**config.mk**
```make
export PLATFORM = sky130hd
export DESIGN_NAME = csie_ctrl
export DESIGN_NICKNAME = d
export VERILOG_FILES = /design/src/pkg/csie_pkg.sv /design/src/pkg/csie_irq_if.sv /design/src/rtl/csie_irq_arb.sv /design/src/rtl/csie_ctrl.sv
export SDC_FILE = /design/constraint.sdc
export NUM_CORES = 1
export LEC_CHECK = 0
export ABC_AREA = 1
export BUFFER_PORTS_ARGS = -buffer_cell sky130_fd_sc_hd__buf_2
export CAP_MARGIN = 20
export CORE_AREA = 10 10 149 151
export CTS_CLUSTER_DIAMETER = 150
export DETAILED_ROUTE_END_ITERATION = 7
export DIE_AREA = 0 0 159 161
export PLACE_DENSITY = 0.82
export SYNTH_ARGS = -nofsm -noshare
export SYNTH_HDL_FRONTEND = slang
export SYNTH_HIERARCHICAL = 1
export SYNTH_SLANG_ARGS = --single-unit
export TNS_END_PERCENT = 20
```
**constraint.sdc**
```tcl
create_clock -name core_clk_i -period 12.3 [get_ports core_clk_i]
set_input_delay 0 -clock core_clk_i [delete_from_list [all_inputs] [get_ports core_clk_i]]
set_output_delay 0 -clock core_clk_i [all_outputs]
set_load 0.01 [all_outputs]
```
**src/pkg/csie_pkg.sv**
```systemverilog
// Package of constants and types for the processor status and interrupt enable block.
package csie_pkg;
   // ==========================================================
   // Register addresses
   localparam logic [7:0] ADDR_GLOBAL_IRQ_MASK   = 8'h20;
   localparam logic [7:0] ADDR_ENDPOINT_IRQ_MASK = 8'h21;
   localparam logic [7:0] ADDR_PROC_STATE_CTRL   = 8'hFF;
   // ==========================================================
   // Field positions and source count
   localparam int BIT_RUN       = 0;
   localparam int BIT_IRQ_SENSE = 2;
   localparam int BIT_SUSPEND   = 3;
   localparam int BIT_POR       = 4;
   localparam int BIT_BUS_RST   = 5;
   localparam int BIT_WDOG      = 6;
   localparam int BIT_PENDING   = 7;
   localparam int NUM_SRC       = 11;
   // ==========================================================
   // Reset values and write masks
   localparam logic [7:0] RST_PROC_STATE_CTRL = 8'h11;
   localparam logic [7:0] RST_GLOBAL_MASK     = 8'h00;
   localparam logic [7:0] RST_ENDPOINT_MASK   = 8'h00;
   localparam logic [7:0] GLOBAL_MASK_BITS    = 8'h6F;
   localparam logic [7:0] ENDPOINT_MASK_BITS  = 8'h1F;
   // ==========================================================
   // Timing
   localparam int CLK_MHZ        = 100;
   localparam int SE0_MIN_US     = 12;
   localparam int SE0_CYCLES     = SE0_MIN_US * CLK_MHZ;
   localparam int TICK_128_US    = 128;
   localparam int TICK_128_CYC   = TICK_128_US * CLK_MHZ;
   localparam int TICK_1024_US   = 1024;
   localparam int TICK_1024_CYC  = TICK_1024_US * CLK_MHZ;
   localparam int WDOG_MS        = 8;
   localparam int WDOG_CYC       = WDOG_MS * 1000 * CLK_MHZ;
   localparam int STARTUP_MS     = 96;
   localparam int STARTUP_CYC    = STARTUP_MS * 1000 * CLK_MHZ;
   // ==========================================================
   // Core states
   typedef enum logic [1:0] {CSIE_RUNNING, CSIE_SUSPENDED, CSIE_HALTED} csie_core_state_t;
endpackage : csie_pkg

```
**src/pkg/csie_irq_if.sv**
```systemverilog
// Interface carrying interrupt requests and masks between the control block and its arbiter.
interface csie_irq_if;
   logic [10:0] raw;
   logic [10:0] mask;
   logic        sense;
   logic        take;
   logic        pending;
   logic        wake;
   logic [3:0]  vector;
   modport ctrl (output raw, output mask, output sense, output take, input pending, input wake, input vector);
   modport arb  (input raw, input mask, input sense, input take, output pending, output wake, output vector);
endinterface : csie_irq_if

```
**src/rtl/csie_irq_arb.sv**
```systemverilog
// Interrupt latch and priority arbiter.
module csie_irq_arb
   import csie_pkg::*;
(
   input  wire logic core_clk_i,
   input  wire logic reset_i,
   csie_irq_if.arb   irq
);
   logic [NUM_SRC-1:0] latched;
   logic [NUM_SRC-1:0] ready;
   logic [NUM_SRC-1:0] take_bit;
   logic [3:0]         next_vector;

   assign ready = latched & irq.mask;

   // ==========================================================
   // Highest priority is the lowest index.
   always_comb
   begin
      next_vector = 4'hF;
      take_bit    = '0;
      for (int i = NUM_SRC - 1; i >= 0; i--)
      begin
         if (ready[i])
         begin
            next_vector = 4'(i);
            take_bit    = '0;
            take_bit[i] = 1'b1;
         end
      end
   end

   // ==========================================================
   // Latch each event; a new event wins over its own clear.
   always_ff @(posedge core_clk_i or posedge reset_i)
   begin
      if (reset_i)
      begin
         latched <= '0;
      end
      else
      begin
         latched <= (latched & ~(irq.take && irq.sense ? take_bit : '0)) | irq.raw;
      end
   end

   assign irq.pending = |latched;
   assign irq.wake    = |ready;
   assign irq.vector  = next_vector;
endmodule : csie_irq_arb

```
**src/rtl/csie_ctrl.sv**
```systemverilog
// Processor status and control register with global and endpoint interrupt enables.
module csie_ctrl
   import csie_pkg::*;
#(
   parameter int SE0_CYC_P     = SE0_CYCLES,
   parameter int T128_CYC_P    = TICK_128_CYC,
   parameter int T1024_CYC_P   = TICK_1024_CYC,
   parameter int WDOG_CYC_P    = WDOG_CYC,
   parameter int STARTUP_CYC_P = STARTUP_CYC
)
(
   input  wire logic       core_clk_i,
   input  wire logic       reset_i,
   input  wire logic [7:0] io_addr_i,
   input  wire logic [7:0] io_wdata_i,
   input  wire logic       port_write_instr_i,
   input  wire logic       io_read_i,
   output logic      [7:0] io_rdata_o,
   input  wire logic       halt_instr_i,
   input  wire logic       enable_irq_instr_i,
   input  wire logic       disable_irq_instr_i,
   input  wire logic       return_from_irq_instr_i,
   input  wire logic       irq_enter_i,
   input  wire logic       watchdog_clear_i,
   input  wire logic       usb_dp_i,
   input  wire logic       usb_dm_i,
   input  wire logic       usb_activity_i,
   input  wire logic       hub_irq_i,
   input  wire logic       gpio_irq_i,
   input  wire logic       serial_irq_i,
   input  wire logic [4:0] endpoint_irq_i,
   output logic            cpu_run_o,
   output logic            suspended_o,
   output logic            irq_pending_o,
   output logic      [3:0] irq_vector_o,
   output logic            watchdog_reset_flag_o
);
   csie_irq_if irq ();

   csie_core_state_t state;
   logic [7:0]  proc_flags;
   logic [7:0]  global_irq_mask;
   logic [7:0]  endpoint_irq_mask;
   logic        irq_sense;
   logic [2:0]  sync_dp;
   logic [2:0]  sync_dm;
   logic [2:0]  sync_act;
   logic        se0;
   logic        act;
   logic [31:0] se0_cnt;
   logic        se0_seen;
   logic        bus_reset_evt;
   logic        bus_reset_end;
   logic [31:0] t128_cnt;
   logic [31:0] t1024_cnt;
   logic        t128_evt;
   logic        t1024_evt;
   logic [31:0] wdog_cnt;
   logic        wdog_fire;
   logic        startup;
   logic [31:0] startup_cnt;
   logic        wr_ctrl;
   logic        wr_global;
   logic        wr_endpoint;
   logic        suspend_req;

   function automatic logic agreed(input logic [2:0] s, input logic prev);
      agreed = (s[1] == s[2]) ? s[2] : prev;
   endfunction : agreed

   assign wr_ctrl     = port_write_instr_i && io_addr_i == ADDR_PROC_STATE_CTRL;
   assign wr_global   = port_write_instr_i && io_addr_i == ADDR_GLOBAL_IRQ_MASK;
   assign wr_endpoint = port_write_instr_i && io_addr_i == ADDR_ENDPOINT_IRQ_MASK;
   assign suspend_req = wr_ctrl && io_wdata_i[BIT_SUSPEND] && !act;

   // ==========================================================
   // Pin synchronisers; stage 0 feeds only stage 1.
   always_ff @(posedge core_clk_i or posedge reset_i)
   begin
      if (reset_i)
      begin
         sync_dp  <= 3'h7;
         sync_dm  <= 3'h0;
         sync_act <= 3'h0;
         se0      <= 1'b0;
         act      <= 1'b0;
      end
      else
      begin
         sync_dp  <= {sync_dp[1:0], usb_dp_i};
         sync_dm  <= {sync_dm[1:0], usb_dm_i};
         sync_act <= {sync_act[1:0], usb_activity_i};
         se0      <= (sync_dp[1] == sync_dp[2] && sync_dm[1] == sync_dm[2]) ? !sync_dp[2] && !sync_dm[2] : se0;
         act      <= agreed(sync_act, act);
      end
   end

   // ==========================================================
   // Bus reset detection.
   always_ff @(posedge core_clk_i or posedge reset_i)
   begin
      if (reset_i)
      begin
         se0_cnt       <= '0;
         se0_seen      <= 1'b0;
         bus_reset_evt <= 1'b0;
         bus_reset_end <= 1'b0;
      end
      else
      begin
         bus_reset_evt <= 1'b0;
         bus_reset_end <= 1'b0;
         if (se0)
         begin
            if (se0_cnt < 32'(SE0_CYC_P))
            begin
               se0_cnt <= se0_cnt + 32'h1;
            end
            else if (!se0_seen)
            begin
               se0_seen      <= 1'b1;
               bus_reset_evt <= 1'b1;
            end
         end
         else
         begin
            se0_cnt       <= '0;
            se0_seen      <= 1'b0;
            bus_reset_end <= se0_seen;
         end
      end
   end

   // ==========================================================
   // Periodic timers.
   always_ff @(posedge core_clk_i or posedge reset_i)
   begin
      if (reset_i)
      begin
         t128_cnt  <= '0;
         t1024_cnt <= '0;
         t128_evt  <= 1'b0;
         t1024_evt <= 1'b0;
      end
      else
      begin
         t128_evt  <= t128_cnt == 32'(T128_CYC_P - 1);
         t1024_evt <= t1024_cnt == 32'(T1024_CYC_P - 1);
         t128_cnt  <= (t128_cnt == 32'(T128_CYC_P - 1)) ? '0 : t128_cnt + 32'h1;
         t1024_cnt <= (t1024_cnt == 32'(T1024_CYC_P - 1)) ? '0 : t1024_cnt + 32'h1;
      end
   end

   // ==========================================================
   // Watchdog and start-up suspend.
   always_ff @(posedge core_clk_i or posedge reset_i)
   begin
      if (reset_i)
      begin
         wdog_cnt    <= '0;
         wdog_fire   <= 1'b0;
         startup     <= 1'b1;
         startup_cnt <= '0;
      end
      else
      begin
         wdog_fire <= 1'b0;
         if (watchdog_clear_i || wdog_fire)
         begin
            wdog_cnt <= '0;
         end
         else if (wdog_cnt == 32'(WDOG_CYC_P - 1))
         begin
            wdog_fire <= 1'b1;
            wdog_cnt  <= '0;
         end
         else
         begin
            wdog_cnt <= wdog_cnt + 32'h1;
         end
         if (startup)
         begin
            startup_cnt <= startup_cnt + 32'h1;
            if (se0 || startup_cnt == 32'(STARTUP_CYC_P - 1))
            begin
               startup <= 1'b0;
            end
         end
      end
   end

   // ==========================================================
   // Core run state.
   always_ff @(posedge core_clk_i or posedge reset_i)
   begin
      if (reset_i)
      begin
         state <= CSIE_RUNNING;
      end
      else
      begin
         unique case (state)
            CSIE_RUNNING:
            begin
               if (halt_instr_i)
               begin
                  state <= CSIE_HALTED;
               end
               else if (suspend_req)
               begin
                  state <= CSIE_SUSPENDED;
               end
            end
            CSIE_SUSPENDED:
            begin
               if (wdog_fire)
               begin
                  state <= CSIE_RUNNING;
               end
               else if (irq.wake || act)
               begin
                  state <= CSIE_RUNNING;
               end
            end
            CSIE_HALTED:
            begin
               if (wdog_fire)
               begin
                  state <= CSIE_RUNNING;
               end
            end
         endcase
      end
   end

   // ==========================================================
   // Processor status and control flags.
   always_ff @(posedge core_clk_i or posedge reset_i)
   begin
      if (reset_i)
      begin
         proc_flags <= RST_PROC_STATE_CTRL;
      end
      else if (wdog_fire)
      begin
         proc_flags[BIT_WDOG]    <= 1'b1;
         proc_flags[BIT_RUN]     <= 1'b1;
         proc_flags[BIT_SUSPEND] <= 1'b0;
         proc_flags[1]           <= 1'b0;
      end
      else if (halt_instr_i)
      begin
         proc_flags <= 8'(bus_reset_evt) << BIT_BUS_RST;
      end
      else
      begin
         if (wr_ctrl)
         begin
            proc_flags[BIT_RUN]  <= io_wdata_i[BIT_RUN];
            proc_flags[1]        <= io_wdata_i[1];
            proc_flags[BIT_POR]  <= io_wdata_i[BIT_POR];
            proc_flags[BIT_WDOG] <= io_wdata_i[BIT_WDOG];
         end
         proc_flags[BIT_SUSPEND] <= suspend_req ? 1'b1 : (state == CSIE_SUSPENDED && !(irq.wake || act))
                                    ? proc_flags[BIT_SUSPEND] : 1'b0;
         if (bus_reset_evt)
         begin
            proc_flags[BIT_BUS_RST] <= 1'b1;
         end
         else if (wr_ctrl)
         begin
            proc_flags[BIT_BUS_RST] <= io_wdata_i[BIT_BUS_RST];
         end
      end
   end

   // ==========================================================
   // Global interrupt sense.
   always_ff @(posedge core_clk_i or posedge reset_i)
   begin
      if (reset_i)
      begin
         irq_sense <= 1'b0;
      end
      else if (wdog_fire || halt_instr_i || disable_irq_instr_i || irq_enter_i)
      begin
         irq_sense <= 1'b0;
      end
      else if (enable_irq_instr_i || return_from_irq_instr_i)
      begin
         irq_sense <= 1'b1;
      end
   end

   // ==========================================================
   // Enable masks.
   always_ff @(posedge core_clk_i or posedge reset_i)
   begin
      if (reset_i)
      begin
         global_irq_mask   <= RST_GLOBAL_MASK;
         endpoint_irq_mask <= RST_ENDPOINT_MASK;
      end
      else if (wdog_fire)
      begin
         global_irq_mask   <= RST_GLOBAL_MASK;
         endpoint_irq_mask <= RST_ENDPOINT_MASK;
      end
      else
      begin
         if (wr_global)
         begin
            global_irq_mask <= io_wdata_i & GLOBAL_MASK_BITS;
         end
         if (wr_endpoint)
         begin
            endpoint_irq_mask <= io_wdata_i & ENDPOINT_MASK_BITS;
         end
      end
   end

   // ==========================================================
   // Interrupt sources and masks toward the arbiter.
   assign irq.raw   = {endpoint_irq_i, serial_irq_i, gpio_irq_i, hub_irq_i, t1024_evt, t128_evt, bus_reset_end};
   assign irq.mask  = {endpoint_irq_mask[4:0], global_irq_mask[6:5], global_irq_mask[3:0]};
   assign irq.sense = irq_sense;
   assign irq.take  = irq_enter_i;

   csie_irq_arb u_arb
   (
      .core_clk_i (core_clk_i),
      .reset_i    (reset_i),
      .irq        (irq)
   );

   // ==========================================================
   // Read port and registered outputs.
   always_ff @(posedge core_clk_i or posedge reset_i)
   begin
      if (reset_i)
      begin
         io_rdata_o            <= 8'h00;
         cpu_run_o             <= 1'b1;
         suspended_o           <= 1'b0;
         irq_pending_o         <= 1'b0;
         irq_vector_o          <= 4'hF;
         watchdog_reset_flag_o <= 1'b0;
      end
      else
      begin
         io_rdata_o <= 8'h00;
         if (io_read_i)
         begin
            unique case (io_addr_i)
               ADDR_PROC_STATE_CTRL:   io_rdata_o <= {irq.pending, proc_flags[6:3], irq_sense, proc_flags[1:0]};
               ADDR_GLOBAL_IRQ_MASK:   io_rdata_o <= global_irq_mask;
               ADDR_ENDPOINT_IRQ_MASK: io_rdata_o <= endpoint_irq_mask;
               default:                io_rdata_o <= 8'h00;
            endcase
         end
         cpu_run_o             <= state == CSIE_RUNNING && !startup && proc_flags[BIT_RUN];
         suspended_o           <= state == CSIE_SUSPENDED || startup;
         irq_pending_o         <= irq.pending && irq_sense && irq.wake;
         irq_vector_o          <= irq.vector;
         watchdog_reset_flag_o <= proc_flags[BIT_WDOG];
      end
   end
endmodule : csie_ctrl

```
==> impl_metrics.py, run 1 <==
metrics = {
    "sta": {
        "max_freq_ghz": 0.463,
        "fin_skew_ps": 7.72,
        "maxSlewViolCount": 0,
        "setup_viol": 0,
        "timing.final.crit_share_pct": 17.6,
        "post-route-min-period_ps": 2160,
        "finalSetupTns_ps": 0,
        "maxSlewHeadroom_pct": 37.7,
        "hold_viol_final": 0,
        "worst_slew_pin_slew_ps": 934,
        "rsz0062_at_grt": "false",
    },
    "setup_path": {
        "critPathLaunchType": "register",
        "crit_chain": "nor2_1 > nand3_1 > dlygate4sd3_1 > nand2_1 > dlygate4sd3_1",
        "critPathArrivalTime_ps": 2620,
        "reg2reg_from": "wdog_fire",
        "cpMaxStageDelayCell": "dlygate4sd3_1",
        "cp_data_required_time_ps": 12760,
        "crit_type": "reg2reg",
        "cp_max_fo": 8,
        "reg2reg_to": "proc_flags[4]",
        "cpMostUsedCell": "dlygate4sd3_1",
        "max_stage_delay_ps": 580,
        "r2r_cells": 5,
        "crit_path_end_kind": "register",
        "r2r_slack_ps": 10140,
    },
    "power": {
        "power.leakage_nw": 7.12,
        "ir_drop_mv": 0.114,
        "powerDensity_nw_per_um2": 119,
    },
    "logic_synthesis": {
        "synth_area_um2": 12200,
        "yosysTopAreaCell": "dfrtp_1",
        "synth_top_area_share_pct": 43.8,
        "syn-num-nets": 1708,
        "ys.flop_type": "dfrtp_1",
        "synth_warnings": 6,
        "ys_types": 41,
        "synth.area.top_cells": "dfrtp_1 44%, nand2_1 16%, nor2_1 8.1%, inv_1 7.2%, nand3_1 5.6%",
        "syn_area_per_cell_um2": 7.35,
        "ys_ff_latch": 225,
        "synth_edf_count": 0,
        "ys_async_sr_fraction_pct": 100,
        "syn_inst": 1663,
        "yosysSeqAreaShare_pct": 46.2,
    },
    "clock_tree": {
        "clk_pin_slew_ps": 60,
        "clock_latency_ps": 520,
        "h-tree-depth": 1,
        "cts.sinks": 225,
        "cts_root_buf": "clkbuf_16",
        "cts.path.max_buffers": 3,
        "cts_buffers": 25,
        "cts_tree": "done",
    },
    "place": {
        "dp.cells": 1968,
        "dpl.hpwl_um": 20700,
        "portBuffers": 51,
        "gp_congestion": 0.942,
    },
    "cells_and_area": {
        "multi_input_area_um2": 5580,
        "drive_gt1_share_pct": 10.3,
        "flow.area_growth_from_synthesis_pct": 14.8,
        "nFillCells": 1486,
        "instances_no_fill": 2051,
        "nets": 1811,
        "regArea_um2": 5640,
    },
    "worst_hold_path": {
        "hold_start": "io_addr_i[2]",
        "worstHoldEndpoint": "endpoint_irq_mask[0]",
        "whs_path_depth": 6,
        "hold_class": "in2reg",
    },
    "global_routing": {
        "grt_pass1_wl_um": 49400,
        "overflow": 0,
        "grt_use_total_pct": 22.5,
        "antenna_found_initial": 2,
        "grt_max_degree": 141,
        "grt_pass1_vias": 10500,
    },
    "routing": {
        "drtIter0Drc": 897,
        "avgRoutedWirePerCell_um": 14.0,
        "postRouteWirelength_um": 28700,
        "routed_via_density": 5.26,
        "drt-pass1-iter-count": 6,
        "drc": 0,
        "vias": 10800,
        "drtAntennaViolNets": 0,
    },
    "floorplan": {
        "die_h_um": 161,
        "start_util_pct": 63.6,
        "io_pins": 53,
        "dieWidth_um": 159,
        "fp.dieArea_um2": 25600,
        "rows": 51,
        "core_area_um2": 19200,
    },
    "flow_run": {
        "cap_violations": 0,
    },
    "run_status": {
        "status": "finished clean",
    },
}
synth_stat cells, types with 2 or more instances:
master / count
nand2_1: 506
dfrtp_1: 214
nand3b_1: 7
a21oi_1: 8
clkbuf_1: 7
o21ai_1: 7
and2_1: 2
nor2_1: 264
nor3_1: 37
dfstp_2: 11
nand3_4: 2
a21o_1: 3
nand3_2: 3
buf_2: 4
nand2_2: 21
nor2_4: 12
xor2_1: 51
nor4_1: 3
or2_1: 2
inv_2: 12
xnor2_1: 16
nor3_4: 2
inv_1: 235
nor3_2: 7
o21ai_0: 16
nand4_1: 39
nand3_1: 136
ha_1: 8
nor2_2: 16
metrics by stage:
step	hold slack [ps]	utilization (%)	worst slack (ps)	power, mW	instance area (um^2)
4_1_cts	23.5	73.0	10200	1.69	14000
3_5_place_dp	73.6	66.5	10430	0.879	12800
2_1_floorplan	-148	-	6470	0.845	12200
5_1_grt	71.5	73.0	10060	1.74	14000
3_3_place_gp	68.0	66.5	10460	0.875	12800
6_report	39.1	73.0	10140	1.67	14000
area by class of cell:
cell class,instances,share of cell area [%]
clock inverter,9,1.25
tap,265,2.36
clock buffer,36,5.11
sequential,225,40.3
timing repair buffer,89,4.50
antenna,2,0.0357
inverter,248,6.70
multi-input combinational,1177,39.8
worst max path at each step:
stage                                 end  cells after the start  startpoint  slack, ps
after floorplan                       act                      1     reset_i       6470
after global placement    startup_cnt[29]                      3     reset_i      10460
after detailed placement  startup_cnt[27]                      3     reset_i      10430
after CTS                   proc_flags[4]                      5   wdog_fire      10200
after global routing        proc_flags[4]                      5   wdog_fire      10060
final                       proc_flags[4]                      5   wdog_fire      10140
layer usage:
layer	share of wire [%]	vias to the layer above	GRT usage [%]
li1	-	5346	-
met5	0	-	0
met1	45	5022	30.6
met3	6.3	59	3.18
met2	46	356	37.0
met4	2.3	0	5.90
logic make-up (layout without fill, tap and decap cells):
kind of cell / after synthesis / after routing / share of synthesized area, %
adder cells (fa/ha/maj): 9 / 9 / 0.901
AO/OA/AOI/OAI: 38 / 38 / 1.68
other: 0 / 2 / 0
XOR/XNOR: 67 / 67 / 4.80
AND/OR/NAND/NOR: 1063 / 1063 / 38.3
buffers and inverters: 261 / 382 / 8.13
flip-flops: 225 / 225 / 46.2
critical path, delay by kind of cell (launching register included):
family	cells	cell delay (ps)
buf+inv	2	1120
flops	1	490
simple gates	3	490
cell usage in the layout (no fill, tap or decap), drive strengths merged, types with 2 or more instances in the layout:
master,n
clkbuf,36
bufinv,5
nand2,528
nand3b,7
nor2,293
ha,8
dlygate4sd3,36
nor4,3
xnor2,16
nand4,39
o21ai,23
nor3,46
dfstp,11
or2,3
xor2,51
buf,53
clkinvlp,2
nand3,141
a21oi,8
clkinv,3
diode,2
dfrtp,214
a21o,3
inv,247
and2,2
power breakdown:
group          internal (mW)  switching, mW  leakage (nW)
clock network          0.508          0.293         0.430
logic                 0.0332         0.0664          3.69
registers              0.759         0.0136          3.00
total                   1.30          0.373          7.12
timing repair:
action	CTS	global route
buffers inserted	0	0
hold endpoints to repair	196	0
resized for setup	0	0
hold buffers	36	0
state kept, by name, summed over array words and instances, names as in the netlist, 2 cells and up:
register	flops
state	2
startup_cnt	32
sync_dp	3
t128_cnt	32
io_rdata_o	8
sync_dm	3
t1024_cnt	32
se0_cnt	32
wdog_cnt	32
u_arb/latched	11
irq_vector_o	4
proc_flags	6
sync_act	3
endpoint_irq_mask	5
global_irq_mask	6
Power figures use the tool's default switching activity.
==> run 2, diff against run 1 <==
CORE_AREA = 10 10 159 161   (was 10 10 149 151)
DIE_AREA = 0 0 169 171   (was 0 0 159 161)
PLACE_DENSITY = 0.76   (was 0.82)
clock period = 1.8 ns   (was 12.3 ns; I/O delays follow)
==> run 2 against run 1 <==
Compared with the run above: routed wire length is 1.1% higher; clock power grew to 6.4 times the previous value; die area is 13% higher; total power grew to 6.7 times the previous value; maximum frequency is 25% higher; final area is 1.0% higher; first-iteration DRC count is 1.2% lower; setup slack worse by 10000 ps; clock-buffer cell count is 1 higher; core utilization is 9.3 points lower; non-clock buffer count is 18 higher; critical endpoint is now irq.sense; largest power group is now registers; highest routed layer unchanged.
==> impl_metrics.py, run 2 (synthesized netlist as in run 1, its figures left out) <==
metrics = {
    "routing": {
        "drc": 0,
        "drt-pass1-iter-count": 5,
        "drtIter0Drc": 886,
        "drtAntennaViolNets": 0,
        "postRouteWirelength_um": 29000,
        "avgRoutedWirePerCell_um": 13.9,
        "vias": 10600,
        "routed_via_density": 5.06,
    },
    "sta": {
        "worst_slew_pin_slew_ps": 771,
        "maxSlewHeadroom_pct": 48.6,
        "maxSlewViolCount": 0,
        "max_freq_ghz": 0.578,
        "hold_viol_final": 0,
        "setup_viol": 0,
        "rsz0062_at_grt": "false",
        "timing.final.crit_share_pct": 96.1,
        "post-route-min-period_ps": 1730,
        "fin_skew_ps": 14.4,
    },
    "floorplan": {
        "io_pins": 53,
        "rows": 55,
        "dieWidth_um": 169,
        "start_util_pct": 55.0,
        "fp.dieArea_um2": 28900,
        "core_area_um2": 22200,
        "die_h_um": 171,
    },
    "flow_run": {
        "cap_violations": 0,
    },
    "power": {
        "combPwrFrac_pct": 7.1,
        "clkPwrFrac_pct": 45.8,
        "totalPowerFinal_mw": 11.2,
        "ir_drop_mv": 0.575,
        "p_int_mw": 8.55,
        "switching_share_pct": 23.4,
        "power.leakage_nw": 7.20,
        "seqPwrFrac_pct": 47.1,
        "p_switching_mw": 2.62,
        "powerDensity_nw_per_um2": 788,
    },
    "run_status": {
        "status": "finished clean",
    },
    "setup_path": {
        "reg2reg_from": "wdog_fire",
        "crit_path_end_kind": "register",
        "critPathLaunchType": "register",
        "r2r_slack_ps": 70,
        "crit_type": "reg2reg",
        "reg2reg_to": "irq.sense",
        "cp_max_fo": 8,
        "r2r_cells": 4,
        "critPathArrivalTime_ps": 2180,
        "cp_data_required_time_ps": 2250,
    },
    "worst_hold_path": {
        "whs_path_depth": 6,
        "hold_start": "io_addr_i[2]",
        "worstHoldEndpoint": "global_irq_mask[5]",
        "hold_class": "in2reg",
    },
    "clock_tree": {
        "cts.sinks": 225,
        "postCtsSetupRepairBufs": 0,
        "clk_pin_slew_ps": 60,
        "cts.path.max_buffers": 3,
        "h-tree-depth": 1,
        "cts_tree": "done",
        "cts_buffers": 25,
        "cts_root_buf": "clkbuf_16",
        "clock_latency_ps": 520,
    },
    "cells_and_area": {
        "nets": 1829,
        "most-common-layout-cells": "506 x nand2_1, 262 x nor2_1, 234 x inv_1, 213 x dfrtp_1, 136 x nand3_1",
        "final_common_cell": "nand2_1",
        "postLayoutCoreUtil_pct": 63.7,
        "instances_no_fill": 2089,
        "flow.area_growth_from_synthesis_pct": 16.0,
        "drive_gt1_share_pct": 11.4,
    },
    "global_routing": {
        "overflow": 0,
        "grt_pass1_wl_um": 49200,
        "grt_pass1_vias": 10200,
        "grt_max_degree": 82,
        "antenna_found_initial": 2,
        "grt_use_total_pct": 20.2,
    },
    "place": {
        "dp.cells": 2007,
        "gp_congestion": 0.943,
        "portBuffers": 51,
        "dpl.hpwl_um": 21500,
    },
}
## run 2: changes by cell type in the layout (fill, tap and decap cells not counted), sizes merged
cell,previous run,this run
clkinv,3,6
dlygate4sd3,36,35
clkbuf,36,37
clkinvlp,2,1
bufinv,5,2
buf,53,72
## run 2: layer usage
metal / part of all wire [%] / wire [um] / track usage (%)
met4: 1.8 / 523 / 4.80
met3: 6.0 / 1740 / 2.98
met2: 46 / 13300 / 32.8
met5: 0 / 0 / 0
met1: 46 / 13500 / 28.1
## run 2: power by group through the flow
stage	Sequential, mW	Clock [mW]	Combinational [mW]
3_5_place_dp	5.35	0	0.736
3_3_place_gp	5.35	0	0.720
2_1_floorplan	5.36	0	0.417
5_1_grt	5.27	5.47	0.888
6_report	5.27	5.11	0.792
4_1_cts	5.26	5.23	0.791
## run 2: worst max-delay path, cell delays in order (launching register included)
cell           delay, ps
dfrtp_2              480
nor2_4               170
inv_1                110
nor4_1               300
dlygate4sd3_1        610
## run 2: layout make-up
cell class,count,area [um^2]
well taps,285,357
clock buffers,37,731
multi-input cells,1177,5600
fillers,1954,8060
flip-flops and latches,225,5650
repair buffers,107,801
inverters,248,936
clock inverters,8,93.8
diodes,2,5.00
## run 2: worst max path at each step
stage | start | slack, ps | end | cells past startpoint
2_1_floorplan | reset_i | -980 | act | 1
3_3_place_gp | u_arb/latched[6] | 150 | state[0] | 10
3_5_place_dp | u_arb/latched[7] | 60 | state[0] | 11
4_1_cts | wdog_fire | 30 | irq.sense | 4
5_1_grt | u_arb/latched[7] | 10 | state[0] | 11
6_report | wdog_fire | 70 | irq.sense | 4
## run 2: repair_timing
action	4_1_cts	5_1_grt
resized for setup	0	7
hold endpoints to repair	264	0
hold buffers	35	0
setup endpoints to repair	0	7
## run 2: metrics by stage
step	instance area, um^2	hold slack, ps	worst slack, ps	TNS (ps)
finish	14200	13.1	70.2	0
floorplan	12200	-148	-975	-200840
global placement	13000	24.5	145	0
global route	14200	47.1	13.7	0
detailed placement	13000	30.7	63.3	0
CTS	14100	0.0713	26.7	0
==> run 3, diff against run 2 <==
CELL_PAD_IN_SITES_DETAIL_PLACEMENT = 0   (was not set)
CELL_PAD_IN_SITES_GLOBAL_PLACEMENT = 2   (was not set)
CORE_AREA = 10 10 260 163   (was 10 10 159 161)
CTS_CLUSTER_SIZE = 28   (was not set)
DIE_AREA = 0 0 270 173   (was 0 0 169 171)
PLACE_DENSITY = not set   (was 0.76)
PLACE_DENSITY_LB_ADDON = 0.1   (was not set)
==> run 3 against run 2 <==
Compared with the run above: worst hold slack improved by 35 ps; non-clock buffer count up 25; first-iteration DRC count is 0.79% higher; via count is 2.3% lower; clock power fell by 36%; sequential share of layout area fell by 0.28 points; routed wire length rose by 24%.
==> impl_metrics.py, run 3 (synthesized netlist as in run 1, its figures left out) <==
metrics = {
    "sta": {
        "hold_viol_final": 0,
        "fin_skew_ps": 57.4,
        "worst_slew_pin_slew_ps": 810,
        "post-route-min-period_ps": 1700,
        "timing.final.crit_share_pct": 94.7,
        "maxSlewViolCount": 0,
        "max_freq_ghz": 0.587,
        "rsz0062_at_grt": "true",
        "setup_viol": 0,
        "maxSlewHeadroom_pct": 45.9,
    },
    "cells_and_area": {
        "flow.area_growth_from_synthesis_pct": 16.8,
        "nFillCells": 3963,
        "final_common_cell": "nand2_1",
        "antenna_cells": 0,
        "nets": 1841,
        "final_area_um2": 14300,
        "most-common-layout-cells": "506 x nand2_1, 264 x nor2_1, 234 x inv_1, 213 x dfrtp_1, 135 x nand3_1",
        "drive_gt1_share_pct": 11.4,
    },
    "clock_tree": {
        "clk_pin_slew_ps": 120,
        "cts_tree": "done",
        "cts_root_buf": "clkbuf_16",
        "postCtsSetupRepairBufs": 0,
        "cts.path.max_buffers": 3,
        "cts.sinks": 225,
        "clock_latency_ps": 510,
        "h-tree-depth": 1,
        "cts_buffers": 12,
    },
    "setup_path": {
        "cpMaxStageDelayCell": "dlygate4sd3_1",
        "crit_path_end_kind": "register",
        "cp_data_required_time_ps": 2250,
        "crit_chain": "nor2_1 > o21ai_0 > a21oi_1 > dlygate4sd3_1",
        "critPathArrivalTime_ps": 2160,
        "cp_max_fo": 8,
        "crit_type": "reg2reg",
        "critPathLaunchType": "register",
        "max_stage_delay_ps": 560,
        "crit_family": "buffers and inverters",
        "cp_num_buf_inv": 1,
    },
    "floorplan": {
        "dieWidth_um": 270,
        "die_h_um": 173,
        "start_util_pct": 32.7,
        "io_pins": 53,
        "rows": 55,
        "core_area_um2": 37400,
        "fp.dieArea_um2": 46700,
    },
    "power": {
        "powerDensity_nw_per_um2": 657,
        "ir_drop_mv": 0.820,
        "totalPowerFinal_mw": 9.37,
        "power.leakage_nw": 7.12,
    },
    "global_routing": {
        "overflow": 0,
        "grt_max_degree": 34,
        "grt_pass1_vias": 9831,
        "antenna_found_initial": 0,
        "grt_use_total_pct": 15.2,
        "grt_pass1_wl_um": 57400,
    },
    "routing": {
        "vias": 10300,
        "drtAntennaViolNets": 0,
        "drtIter0Drc": 893,
        "postRouteWirelength_um": 36000,
        "avgRoutedWirePerCell_um": 15.5,
        "drc": 0,
        "routed_via_density": 4.46,
        "drt-pass1-iter-count": 5,
    },
    "run_status": {
        "status": "finished clean",
    },
    "worst_hold_path": {
        "hold_class": "in2reg",
    },
    "place": {
        "gp_congestion": 0.852,
        "dpl.hpwl_um": 28800,
        "placed_area_um2": 13500,
        "portBuffers": 51,
    },
    "flow_run": {
        "cap_violations": 0,
    },
}
## run 3: changes by cell type in the layout (fill, tap and decap cells not counted), sizes merged
cell,before,now
buf,72,96
diode,2,0
bufinv,2,0
clkinv,6,2
clkbuf,37,19
inv,247,246
dlygate4sd3,35,36
## run 3: report_power, final
part           switching (mW)  internal, mW
sequential             0.0945          5.18
clock                    1.86          1.39
combinational           0.524         0.325
## run 3: area by class of cell
| cell class | count | area (um^2) | area share (%) |
|---|---|---|---|
| flip-flops and latches | 225 | 5650 | 39.6 |
| well taps | 513 | 642 | 4.50 |
| multi-input cells | 1177 | 5600 | 39.3 |
| repair buffers | 132 | 1070 | 7.47 |
| clock buffers | 19 | 348 | 2.44 |
| inverters | 248 | 936 | 6.56 |
| clock inverters | 1 | 30.0 | 0.210 |
## run 3: worst reg2reg max path: cells and delay by family (launching register included)
kind	cells	cell delay, ps
compound gates	2	280
buf+inv	1	560
flops	1	510
simple gates	1	290
## run 3: path summary, 6_finish.rpt
| check | start | end | slack, ps | depth (start not counted) |
|---|---|---|---|---|
| hold / removal | io_addr_i[2] | endpoint_irq_mask[3] | 50 | 6 |
| max in group asynchronous | reset_i | irq_vector_o[1] | 870 | 4 |
| min in group asynchronous | reset_i | u_arb/latched[7] | 80 | 3 |
| setup reg to reg | wdog_fire | proc_flags[1] | 100 | 4 |
| setup / recovery | wdog_fire | proc_flags[1] | 100 | 4 |
| hold reg to reg | sync_dm[0] | sync_dm[1] | 360 | 0 |
## run 3: what timing repair did
action	CTS	global route
setup endpoints to repair	0	14
hold buffers	36	0
resized for setup	0	7
hold endpoints to repair	88	0
## run 3: per-layer routing
metal	up-vias	track usage, %	wire (um)
met5	-	0	0
met4	0	1.73	324
met3	20	2.19	1760
met2	192	18.6	12600
met1	4740	26.5	21300
li1	5378	-	-
## run 3: through the flow
stage	setup WS [ps]	cells	utilization [%]	TNS, ps	hold slack (ps)
2_1_floorplan	-975	1663	-	-200840	-148
3_3_place_gp	172	2259	36.1	0	68.6
3_5_place_dp	113	2259	36.1	0	66.2
4_1_cts	36.6	2315	38.1	0	20.8
5_1_grt	-5.27	2315	38.2	-5.27	79.1
6_report	95.2	2315	38.2	0	48.3
